File: config.mk
export PLATFORM = sky130hd
export DESIGN_NAME = wit_timer
export DESIGN_NICKNAME = d
export VERILOG_FILES = /design/src/logic/wit_pkg.sv /design/src/logic/wit_timer.sv
export VERILOG_INCLUDE_DIRS = /design/src /design/src/logic
export SDC_FILE = /design/constraint.sdc
export NUM_CORES = 1
export LEC_CHECK = 0
export BUFFER_PORTS_ARGS = -buffer_cell sky130_fd_sc_hd__buf_2
export CORE_MARGIN = 4
export CORE_UTILIZATION = 50
export CTS_BUF_LIST = sky130_fd_sc_hd__clkbuf_2
export CTS_CLUSTER_DIAMETER = 60
export DETAILED_ROUTE_END_ITERATION = 12
export PLACE_DENSITY = 0.76
export SYNTH_ARGS = -nofsm -noshare
export SYNTH_HDL_FRONTEND = slang
export SYNTH_SLANG_ARGS = --single-unit
File: constraint.sdc
create_clock -name MCLK_I -period 2.5 [get_ports MCLK_I]
set_input_delay 0.125 -clock MCLK_I [delete_from_list [all_inputs] [get_ports MCLK_I]]
set_output_delay 0.125 -clock MCLK_I [all_outputs]
set_load 0.005 [all_outputs]
File: src/logic/wit_consts.svh
// Summary of operation
// RQ1 - Overflow flag sets when the eight-bit count wraps from FF to 00.
// RQ2 - Overflow flag clears by reading it as one, then writing zero; one ignored.
// RQ3 - Watchdog-reset flag sets when an overflow raises the internal reset.
// RQ4 - External reset pin clears the watchdog-reset flag.
// RQ5 - Watchdog-reset flag clears by reading it as one, then writing zero.
// RQ6 - In reset cause register only bit 7 is clear-only; written one ignored.
// RQ7 - Reset cause register reads at one index and writes at the adjacent one.
// RQ8 - Disabled holds count at zero; enabled counts prescaled; overflow interrupts or resets.
`ifndef WIT_CONSTS_SVH
`define WIT_CONSTS_SVH

// Register indices; byte address is four times the index
`define WIT_IDX_TIMER_CONTROL_STATUS        10'h00A7
`define WIT_IDX_COUNT_RD    10'h00A9
`define WIT_IDX_COUNT_WR    10'h00A8
`define WIT_IDX_RCC_RD      10'h00AB
`define WIT_IDX_RCC_WR      10'h00AA
`define WIT_IDX_IRQ_STAT    10'h00AC
`define WIT_IDX_IRQ_MASK    10'h00AD

// Field positions
`define WIT_TIMER_CONTROL_STATUS_OVF        7
`define WIT_TIMER_CONTROL_STATUS_MODE       6
`define WIT_TIMER_CONTROL_STATUS_RUN        5
`define WIT_RCC_FLAG        7
`define WIT_RCC_OE          6
`define WIT_IRQ_INTERVAL    0
`define WIT_IRQ_WDRESET     1

// Reset values and reserved read-back
`define WIT_COUNT_RESET     8'h00
`define WIT_COUNT_MAX       8'hFF
`define WIT_TIMER_CONTROL_STATUS_RSVD       8'h18
`define WIT_RCC_RSVD        8'h3F

// AXI responses
`define WIT_RESP_OKAY       2'h0
`define WIT_RESP_SLVERR     2'h2

// Prescaler divider taps, as log2 of the division
`define WIT_PRE_BITS        12
`define WIT_PRE_SH0         4'h1
`define WIT_PRE_SH1         4'h5
`define WIT_PRE_SH2         4'h6
`define WIT_PRE_SH3         4'h7
`define WIT_PRE_SH4         4'h8
`define WIT_PRE_SH5         4'h9
`define WIT_PRE_SH6         4'hB
`define WIT_PRE_SH7         4'hC

// Internal reset pulse: time in ns, then cycles at the clock rate (rounded up)
`define WIT_CLK_MHZ         20
`define WIT_RST_PULSE_NS    800
`define WIT_RST_PULSE_CYC   ((`WIT_RST_PULSE_NS * `WIT_CLK_MHZ + 999) / 1000)

`endif

File: src/logic/wit_pkg.sv
package wit_pkg;

   // Timer mode encoding
   typedef enum logic
   {
      WIT_MODE_INTERVAL = 1'b0,
      WIT_MODE_WATCHDOG = 1'b1
   } wit_mode_t;

   // Timer control/status fields
   typedef struct packed
   {
      logic        overflow_flag;
      wit_mode_t   timer_mode_select;
      logic        timer_run_bit;
      logic [2:0]  prescale_select;
   } wit_timer_control_status_t;

   // Reset cause/control fields
   typedef struct packed
   {
      logic        watchdog_reset_flag;
      logic        reset_output_enable;
   } wit_rcc_t;

endpackage

File: src/logic/wit_timer.sv
`timescale 1ns/10ps
`include "wit_consts.svh"

module wit_timer
(
   // Clock and external reset pin
   input  wire logic        MCLK_I,
   input  wire logic        RESETN_I,
   // AXI4-Lite write address
   input  wire logic        AWVALID_I,
   output logic             AWREADY_O,
   input  wire logic [11:0] AWADDR_I,
   input  wire logic [2:0]  AWPROT_I,
   // AXI4-Lite write data
   input  wire logic        WVALID_I,
   output logic             WREADY_O,
   input  wire logic [31:0] WDATA_I,
   input  wire logic [3:0]  WSTRB_I,
   // AXI4-Lite write response
   output logic             BVALID_O,
   input  wire logic        BREADY_I,
   output logic [1:0]       BRESP_O,
   // AXI4-Lite read address
   input  wire logic        ARVALID_I,
   output logic             ARREADY_O,
   input  wire logic [11:0] ARADDR_I,
   input  wire logic [2:0]  ARPROT_I,
   // AXI4-Lite read data
   output logic             RVALID_O,
   input  wire logic        RREADY_I,
   output logic [31:0]      RDATA_O,
   output logic [1:0]       RRESP_O,
   // Interrupt and reset outputs
   output logic             IRQ_O,
   output logic             WDT_RESET_O,
   output logic             RESET_PIN_O,
   output logic             RESET_PIN_OE_O
);

   // Register state
   wit_pkg::wit_timer_control_status_t      timer_control_status_q;
   wit_pkg::wit_rcc_t       rcc_q;
   logic [7:0]              count_q;
   logic [`WIT_PRE_BITS-1:0] pre_q;
   logic [1:0]              irq_stat_q;
   logic [1:0]              irq_mask_q;
   logic                    ovf_armed_q;
   logic                    watchdog_reset_flag_armed_q;
   logic [9:0]              rst_cnt_q;
   logic                    rst_act_q;

   // Bus state
   logic                    awready_q;
   logic                    wready_q;
   logic                    aw_have_q;
   logic                    w_have_q;
   logic [9:0]              aw_idx_q;
   logic [7:0]              wdata_q;
   logic                    wlane_q;
   logic                    bvalid_q;
   logic [1:0]              bresp_q;
   logic                    arready_q;
   logic                    rvalid_q;
   logic [31:0]             rdata_q;
   logic [1:0]              rresp_q;
   logic                    irq_q;

   // Decoded events
   logic                    wr_fire;
   logic                    rd_fire;
   logic [9:0]              ar_idx;
   logic                    wr_timer_control_status;
   logic                    wr_count;
   logic                    wr_rcc;
   logic                    wr_stat;
   logic                    wr_mask;
   logic                    rd_timer_control_status;
   logic                    rd_rcc;
   logic                    tick;
   logic                    overflow;
   logic                    wd_trip;
   logic [3:0]              pre_sh;
   logic [`WIT_PRE_BITS-1:0] pre_mask;

   assign wr_fire  = aw_have_q & w_have_q & ~bvalid_q;
   assign rd_fire  = ARVALID_I & arready_q;
   assign ar_idx   = ARADDR_I[11:2];
   // A write touches the register only when the low byte lane is enabled
   assign wr_timer_control_status  = wr_fire & wlane_q & (aw_idx_q == `WIT_IDX_TIMER_CONTROL_STATUS);
   assign wr_count = wr_fire & wlane_q & (aw_idx_q == `WIT_IDX_COUNT_WR);
   assign wr_rcc   = wr_fire & wlane_q & (aw_idx_q == `WIT_IDX_RCC_WR); // RQ7
   assign wr_stat  = wr_fire & wlane_q & (aw_idx_q == `WIT_IDX_IRQ_STAT);
   assign wr_mask  = wr_fire & wlane_q & (aw_idx_q == `WIT_IDX_IRQ_MASK);
   assign rd_timer_control_status  = rd_fire & (ar_idx == `WIT_IDX_TIMER_CONTROL_STATUS);
   assign rd_rcc   = rd_fire & (ar_idx == `WIT_IDX_RCC_RD); // RQ7

   // Prescale tap for the selected division
   always_comb
   begin
      case (timer_control_status_q.prescale_select)
         3'h0:    pre_sh = `WIT_PRE_SH0;
         3'h1:    pre_sh = `WIT_PRE_SH1;
         3'h2:    pre_sh = `WIT_PRE_SH2;
         3'h3:    pre_sh = `WIT_PRE_SH3;
         3'h4:    pre_sh = `WIT_PRE_SH4;
         3'h5:    pre_sh = `WIT_PRE_SH5;
         3'h6:    pre_sh = `WIT_PRE_SH6;
         default: pre_sh = `WIT_PRE_SH7;
      endcase
   end

   // Tick when the low pre_sh divider bits are all one: one pulse per period
   assign pre_mask = ~({`WIT_PRE_BITS{1'b1}} << pre_sh);
   assign tick     = timer_control_status_q.timer_run_bit & ((pre_q & pre_mask) == pre_mask); // RQ8
   assign overflow = tick & (count_q == `WIT_COUNT_MAX) & ~wr_count; // RQ1
   assign wd_trip  = overflow & (timer_control_status_q.timer_mode_select == wit_pkg::WIT_MODE_WATCHDOG);

   // Free-running divider; restarting it would skew the first period after enable
   always_ff @(posedge MCLK_I or negedge RESETN_I)
   begin
      if (!RESETN_I)
         pre_q <= '0;
      else
         pre_q <= pre_q + 1'b1;
   end

   // Counter: a bus write wins over the increment
   always_ff @(posedge MCLK_I or negedge RESETN_I)
   begin
      if (!RESETN_I)
         count_q <= `WIT_COUNT_RESET;
      else if (rst_act_q || !timer_control_status_q.timer_run_bit)
         count_q <= `WIT_COUNT_RESET; // RQ8
      else if (wr_count)
         count_q <= wdata_q;
      else if (tick)
         count_q <= count_q + 1'b1; // RQ8
   end

   // Timer control/status in one process so the struct has a single driver;
   // the internal reset returns it to its initial state and ignores writes.
   // Overflow flag: set wins, clear needs a prior read of one and a written zero
   always_ff @(posedge MCLK_I or negedge RESETN_I)
   begin
      if (!RESETN_I)
      begin
         timer_control_status_q.overflow_flag     <= 1'b0;
         timer_control_status_q.timer_mode_select <= wit_pkg::WIT_MODE_INTERVAL;
         timer_control_status_q.timer_run_bit     <= 1'b0;
         timer_control_status_q.prescale_select   <= 3'h0;
         ovf_armed_q              <= 1'b0;
      end
      else if (rst_act_q)
      begin
         timer_control_status_q.overflow_flag     <= 1'b0;
         timer_control_status_q.timer_mode_select <= wit_pkg::WIT_MODE_INTERVAL;
         timer_control_status_q.timer_run_bit     <= 1'b0;
         timer_control_status_q.prescale_select   <= 3'h0;
         ovf_armed_q              <= 1'b0;
      end
      else
      begin
         if (rd_timer_control_status && timer_control_status_q.overflow_flag)
            ovf_armed_q <= 1'b1; // RQ2
         if (wr_timer_control_status)
         begin
            timer_control_status_q.timer_mode_select <= wit_pkg::wit_mode_t'(wdata_q[`WIT_TIMER_CONTROL_STATUS_MODE]);
            timer_control_status_q.timer_run_bit     <= wdata_q[`WIT_TIMER_CONTROL_STATUS_RUN];
            timer_control_status_q.prescale_select   <= wdata_q[2:0];
            ovf_armed_q              <= 1'b0;
            if (ovf_armed_q && !wdata_q[`WIT_TIMER_CONTROL_STATUS_OVF])
               timer_control_status_q.overflow_flag <= 1'b0; // RQ2
         end
         if (overflow)
            timer_control_status_q.overflow_flag <= 1'b1; // RQ1
      end
   end

   // Reset cause flag survives the internal reset; the pin or a read of one then written zero clears it.
   // The output enable beside it is plain read/write; one process, one driver.
   always_ff @(posedge MCLK_I or negedge RESETN_I)
   begin
      if (!RESETN_I)
      begin
         rcc_q.watchdog_reset_flag <= 1'b0; // RQ4
         rcc_q.reset_output_enable <= 1'b0;
         watchdog_reset_flag_armed_q              <= 1'b0;
      end
      else
      begin
         if (rd_rcc && rcc_q.watchdog_reset_flag)
            watchdog_reset_flag_armed_q <= 1'b1; // RQ5
         if (wr_rcc)
         begin
            rcc_q.reset_output_enable <= wdata_q[`WIT_RCC_OE]; // RQ6
            watchdog_reset_flag_armed_q              <= 1'b0;
            if (watchdog_reset_flag_armed_q && !wdata_q[`WIT_RCC_FLAG])
               rcc_q.watchdog_reset_flag <= 1'b0; // RQ5 RQ6
         end
         // Set wins over a clear in the same cycle
         if (wd_trip)
            rcc_q.watchdog_reset_flag <= 1'b1; // RQ3
      end
   end

   // Internal reset pulse of fixed length after a watchdog overflow
   always_ff @(posedge MCLK_I or negedge RESETN_I)
   begin
      if (!RESETN_I)
      begin
         rst_cnt_q <= 10'h000;
         rst_act_q <= 1'b0;
      end
      else if (wd_trip)
      begin
         rst_cnt_q <= 10'(`WIT_RST_PULSE_CYC - 1);
         rst_act_q <= 1'b1; // RQ8
      end
      else if (rst_cnt_q != 10'h000)
         rst_cnt_q <= rst_cnt_q - 1'b1;
      else
         rst_act_q <= 1'b0;
   end

   // Reset outputs; the pin is driven low only while enabled
   always_ff @(posedge MCLK_I or negedge RESETN_I)
   begin
      if (!RESETN_I)
      begin
         WDT_RESET_O    <= 1'b0;
         RESET_PIN_O    <= 1'b0;
         RESET_PIN_OE_O <= 1'b0;
      end
      else
      begin
         WDT_RESET_O    <= rst_act_q;
         RESET_PIN_O    <= 1'b0;
         RESET_PIN_OE_O <= rst_act_q & rcc_q.reset_output_enable;
      end
   end

   // Sticky interrupt status, write one to clear, set wins over clear
   always_ff @(posedge MCLK_I or negedge RESETN_I)
   begin
      if (!RESETN_I)
         irq_stat_q <= 2'h0;
      else
      begin
         if (wr_stat)
            irq_stat_q <= irq_stat_q & ~wdata_q[1:0];
         if (overflow && !wd_trip)
            irq_stat_q[`WIT_IRQ_INTERVAL] <= 1'b1; // RQ8
         if (wd_trip)
            irq_stat_q[`WIT_IRQ_WDRESET] <= 1'b1;
      end
   end

   // Interrupt mask and level output
   always_ff @(posedge MCLK_I or negedge RESETN_I)
   begin
      if (!RESETN_I)
      begin
         irq_mask_q <= 2'h0;
         irq_q      <= 1'b0;
      end
      else
      begin
         if (wr_mask)
            irq_mask_q <= wdata_q[1:0];
         irq_q <= |(irq_stat_q & irq_mask_q);
      end
   end

   // Write channel capture; address and data may arrive in either order
   always_ff @(posedge MCLK_I or negedge RESETN_I)
   begin
      if (!RESETN_I)
      begin
         awready_q <= 1'b1;
         wready_q  <= 1'b1;
         aw_have_q <= 1'b0;
         w_have_q  <= 1'b0;
         aw_idx_q  <= 10'h000;
         wdata_q   <= 8'h00;
         wlane_q   <= 1'b0;
      end
      else
      begin
         if (AWVALID_I && awready_q)
         begin
            aw_have_q <= 1'b1;
            awready_q <= 1'b0;
            aw_idx_q  <= AWADDR_I[11:2];
         end
         if (WVALID_I && wready_q)
         begin
            w_have_q <= 1'b1;
            wready_q <= 1'b0;
            wdata_q  <= WDATA_I[7:0];
            wlane_q  <= WSTRB_I[0];
         end
         if (bvalid_q && BREADY_I)
         begin
            aw_have_q <= 1'b0;
            w_have_q  <= 1'b0;
            awready_q <= 1'b1;
            wready_q  <= 1'b1;
         end
      end
   end

   // Write response; unmapped indices answer SLVERR and change nothing
   always_ff @(posedge MCLK_I or negedge RESETN_I)
   begin
      if (!RESETN_I)
      begin
         bvalid_q <= 1'b0;
         bresp_q  <= `WIT_RESP_OKAY;
      end
      else if (wr_fire)
      begin
         bvalid_q <= 1'b1;
         case (aw_idx_q)
            `WIT_IDX_TIMER_CONTROL_STATUS, `WIT_IDX_COUNT_WR, `WIT_IDX_RCC_WR,
            `WIT_IDX_IRQ_STAT, `WIT_IDX_IRQ_MASK:
               bresp_q <= `WIT_RESP_OKAY;
            default:
               bresp_q <= `WIT_RESP_SLVERR;
         endcase
      end
      else if (BREADY_I)
         bvalid_q <= 1'b0;
   end

   // Read channel; one read outstanding, data sampled at the address edge
   always_ff @(posedge MCLK_I or negedge RESETN_I)
   begin
      if (!RESETN_I)
      begin
         arready_q <= 1'b1;
         rvalid_q  <= 1'b0;
         rdata_q   <= 32'h0000_0000;
         rresp_q   <= `WIT_RESP_OKAY;
      end
      else if (rd_fire)
      begin
         arready_q <= 1'b0;
         rvalid_q  <= 1'b1;
         rresp_q   <= `WIT_RESP_OKAY;
         case (ar_idx)
            `WIT_IDX_TIMER_CONTROL_STATUS:
               rdata_q <= {24'h00_0000, timer_control_status_q[5:3], 2'h0, timer_control_status_q[2:0]} | 32'(`WIT_TIMER_CONTROL_STATUS_RSVD);
            `WIT_IDX_COUNT_RD:
               rdata_q <= {24'h00_0000, count_q};
            `WIT_IDX_RCC_RD:
               rdata_q <= {24'h00_0000, rcc_q, 6'h00} | 32'(`WIT_RCC_RSVD); // RQ7
            `WIT_IDX_IRQ_STAT:
               rdata_q <= {30'h0000_0000, irq_stat_q};
            `WIT_IDX_IRQ_MASK:
               rdata_q <= {30'h0000_0000, irq_mask_q};
            default:
            begin
               rdata_q <= 32'h0000_0000;
               rresp_q <= `WIT_RESP_SLVERR;
            end
         endcase
      end
      else if (rvalid_q && RREADY_I)
      begin
         rvalid_q  <= 1'b0;
         arready_q <= 1'b1;
      end
   end

   // Port drive, all from flip-flops
   assign AWREADY_O = awready_q;
   assign WREADY_O  = wready_q;
   assign BVALID_O  = bvalid_q;
   assign BRESP_O   = bresp_q;
   assign ARREADY_O = arready_q;
   assign RVALID_O  = rvalid_q;
   assign RDATA_O   = rdata_q;
   assign RRESP_O   = rresp_q;
   assign IRQ_O     = irq_q;

endmodule

==> results.toml <==
[setup_path]
cp_slowest_cell = "or4_4"
cp-start-kind = "register"
r2r_slack_ns = 0.44
worstSetupPathType = "register to register"
path_buf_inv = 0
critPathMaxStageDelay_ns = 0.59
cp_top_family = "simple AND/OR/NAND/NOR gates"
r2r-end = "rst_cnt_q[7]$_DFFE_PN0P_"
critPathCaptureType = "register"
path_max_fanout = 7
reg2reg_from = "rst_cnt_q[6]$_DFFE_PN0P_"
crit_required_ns = 2.95
cp.arrival_ns = 2.51
path_cells = "or4_4 -> nor4b_4 -> or3_1 -> nor3_1 -> xnor2_1 -> nor2_2"
ff2ff_path_depth = 6

[logic_synthesis]
yosys-top-cells-count = "dfrtp_1, nand2_1, buf_4, a21oi_1, mux2_2"
synth_edf_count = 0
synth_warnings = 0
synth_top_family_by_area = "simple AND/OR/NAND/NOR gates"
synth_top_area_frac = 0.486
syn_area_per_cell_um2 = 10.6
synthXorXnorAreaFrac = 0.0483
synth_fa_ha_area_frac = 0.00899
async_flop_share = 1.00
synth_top_cell_by_area = "dfrtp_1"
syn_area_um2 = 4170
synth_compound_area_frac = 0.107
synth_most_common_cell = "dfrtp_1"
synth-seq-cells = 84
synthTopCellsByArea = "dfrtp_1, mux2_2, buf_4"
synth_cell_types = 52
yosys.area_share.simple = 0.175
muxShareOfSynthArea = 0.0812
synthCells = 393
yosys_most_used_dff = "dfrtp_1"
ys_seq_area_frac = 0.504

[place]
port_buffers = 53
dp_hpwl_mm = 5.78
gp_congestion = 0.818

[grt]
use_met2 = 0.295
use_met1 = 0.260
first_global_vias = 3076
grt_use_total = 0.185
grt_pass1_wl_mm = 14.7
grt_max_degree = 85
top_usage_layer = "met2"
globalRouteOverflowTotal = 0
antenna_found_initial = 0
grt_use_met3 = 0.0337

[power_and_ir_drop]
swShare = 0.286
leakagePower_uw = 0.00238
p_comb_frac = 0.178
p_sw_uw = 895
pwr_density_cell_nw_per_um2 = 637
ir_drop_v = 0.000453
p_clk_frac = 0.258
p_int_uw = 2240
seqPwrFrac = 0.565

[timing]
worst_pin_slew_ns = 1.02
fmax_ghz = 0.486
whs_ns = 0.0629
finClkSkew_ns = 0.0338
fin_tns_setup_ns = 0
setup-violations-final = 0
grt_setup_unrepaired = "false"
hold_viol = 0
period_needed_ns = 2.06
slew-limit-headroom = 0.323
post-route-period-util = 0.823
maxSlewViolCount = 0

[hold_path]
min_path_type = "input pin to register"
min-delay-start = "ARADDR_I[3]"
holdPathStages = 5
worstHoldEndpoint = "ovf_armed_q$_DFFE_PN0P_"

[floorplan]
start_util = 0.511
fp-row-count = 33
fp.dieH_um = 99.4
ios = 118
die-area_um2 = 9870
die_w_um = 99.4
core_area_um2 = 8180

[routing]
wirelength_mm = 8.42
drt-initial-drc-count = 158
dr.pass1.iters = 4
vias_per_cell = 5.26
ant_nets = 0
post_drt_wl_per_cell_um = 14.2
vias = 3111
drcViolationCount = 0

[run_status]
status = "complete, no violations"

[cts]
root_buffer = "clkbuf_2"
clk_pin_slew_ns = 0.24
h-tree-depth = 3
cts_buffer_depth = 2
cts_resized = 0
cts_tree = "yes"
clkSinkCount = 84
numCtsBuffers = 9
clkLatencyLatePin_ns = 0.52

[flow_run]
max-cap-violations = 0

[cells_and_area]
num_antenna_cells = 0
syn2layout_area_growth_pct = 17.7
finalNetCount = 558
fillers = 715
layout-drive-gt1-share = 0.234
==> tightest hold or removal path, delay by kind of cell <==
kind	cells	cell delay, ns
and+or+nand+nor	4	0.27
buffers and inverters	1	0.17
==> metrics by stage <==
step | util | std cells | setup slack [ns] | total power [uW] | instance area [um^2]
after floorplan | - | 419 | 0.544 | 2120 | 4270
after global placement | 0.545 | 544 | 0.488 | 2250 | 4450
after CTS | 0.601 | 592 | 0.425 | 3140 | 4910
after detailed placement | 0.545 | 544 | 0.463 | 2290 | 4450
final | 0.601 | 592 | 0.442 | 3130 | 4910
after global routing | 0.601 | 592 | 0.258 | 3320 | 4910
==> worst max path at each step <==
stage	start	endpoint	slack, ns	depth (start not counted)
after floorplan	BVALID_O$_DFFE_PN0P_	rst_cnt_q[4]$_DFFE_PN0P_	0.54	8
after global placement	rst_cnt_q[6]$_DFFE_PN0P_	rst_cnt_q[7]$_DFFE_PN0P_	0.49	6
after detailed placement	rst_cnt_q[6]$_DFFE_PN0P_	rst_cnt_q[7]$_DFFE_PN0P_	0.46	6
after CTS	rst_cnt_q[0]$_DFFE_PN0P_	rst_cnt_q[7]$_DFFE_PN0P_	0.42	8
after global routing	rst_cnt_q[0]$_DFFE_PN0P_	rst_cnt_q[7]$_DFFE_PN0P_	0.26	8
final	rst_cnt_q[6]$_DFFE_PN0P_	rst_cnt_q[7]$_DFFE_PN0P_	0.44	6
==> power groups by stage <==
stage	clock, uW	combinational [uW]	sequential, uW
floorplan	0	390	1730
global placement	0	479	1770
detailed placement	0	498	1790
CTS	829	554	1760
global route	900	624	1800
finish	807	556	1770
==> registers in the layout (all words and copies together) (netlist names), 2 cells and up <==
signal,count
RDATA_O,8
aw_idx_q,10
count_q,8
irq_mask_q,2
irq_stat_q,2
pre_q,12
rcc_q,2
rst_cnt_q,10
timer_control_status_q,6
wdata_q,8
==> layout by cell type (no fill, tap or decap), drive strengths merged, types with 2 or more instances in the layout <==
master / count
nand2: 30
clkinv: 3
nand2b: 3
nand3: 16
a21oi: 24
clkbuf: 10
inv: 14
or3: 2
o2bb2ai: 2
conb: 27
a21o: 6
mux2: 23
nor3: 7
o21a: 2
a32o: 2
a22o: 6
mux2i: 8
buf: 58
ha: 3
o21ai: 17
xor2: 12
o31ai: 4
nor3b: 3
dfrtp: 81
and2: 3
or4: 2
nor4: 3
dlygate4sd3: 32
bufinv: 2
nor2b: 8
and3: 10
nand4: 12
nor2: 23
dfstp: 3
xnor2: 11
==> repair_timing <==
item,in CTS,in global routing
hold endpoints to repair,113,0
hold buffers,32,0
buffers inserted,0,0
endpoints found under the setup margin,0,0
==> layout make-up <==
cell class	count	area, um^2	area share
clock buffer	10	50.0	0.0102
clock inverter	6	90.1	0.0183
inverter	14	52.6	0.0107
multi-input combinational	283	1860	0.378
sequential	84	2110	0.428
tap	105	131	0.0267
timing repair buffer	90	626	0.127
==> routing by layer <==
| metal | routed length, um | vias up |
|---|---|---|
| met5 | 0 | - |
| met4 | 82 | 0 |
| met3 | 508 | 9 |
| met2 | 3970 | 108 |
| met1 | 3860 | 1476 |
| li1 | - | 1518 |
==> kinds of logic (layout without fill, tap and decap cells) <==
group                      Yosys count  count (layout)
and+or+nand+nor                    129             129
DFF                                 84              84
AOI/OAI and AO/OA                   70              70
buffers and inverters               52             120
muxes                               31              31
xor gates and xnor gates            23              23
adders and majority gates            3               3
other                                1              27
Note: power is estimated with default switching activity, not from simulation.
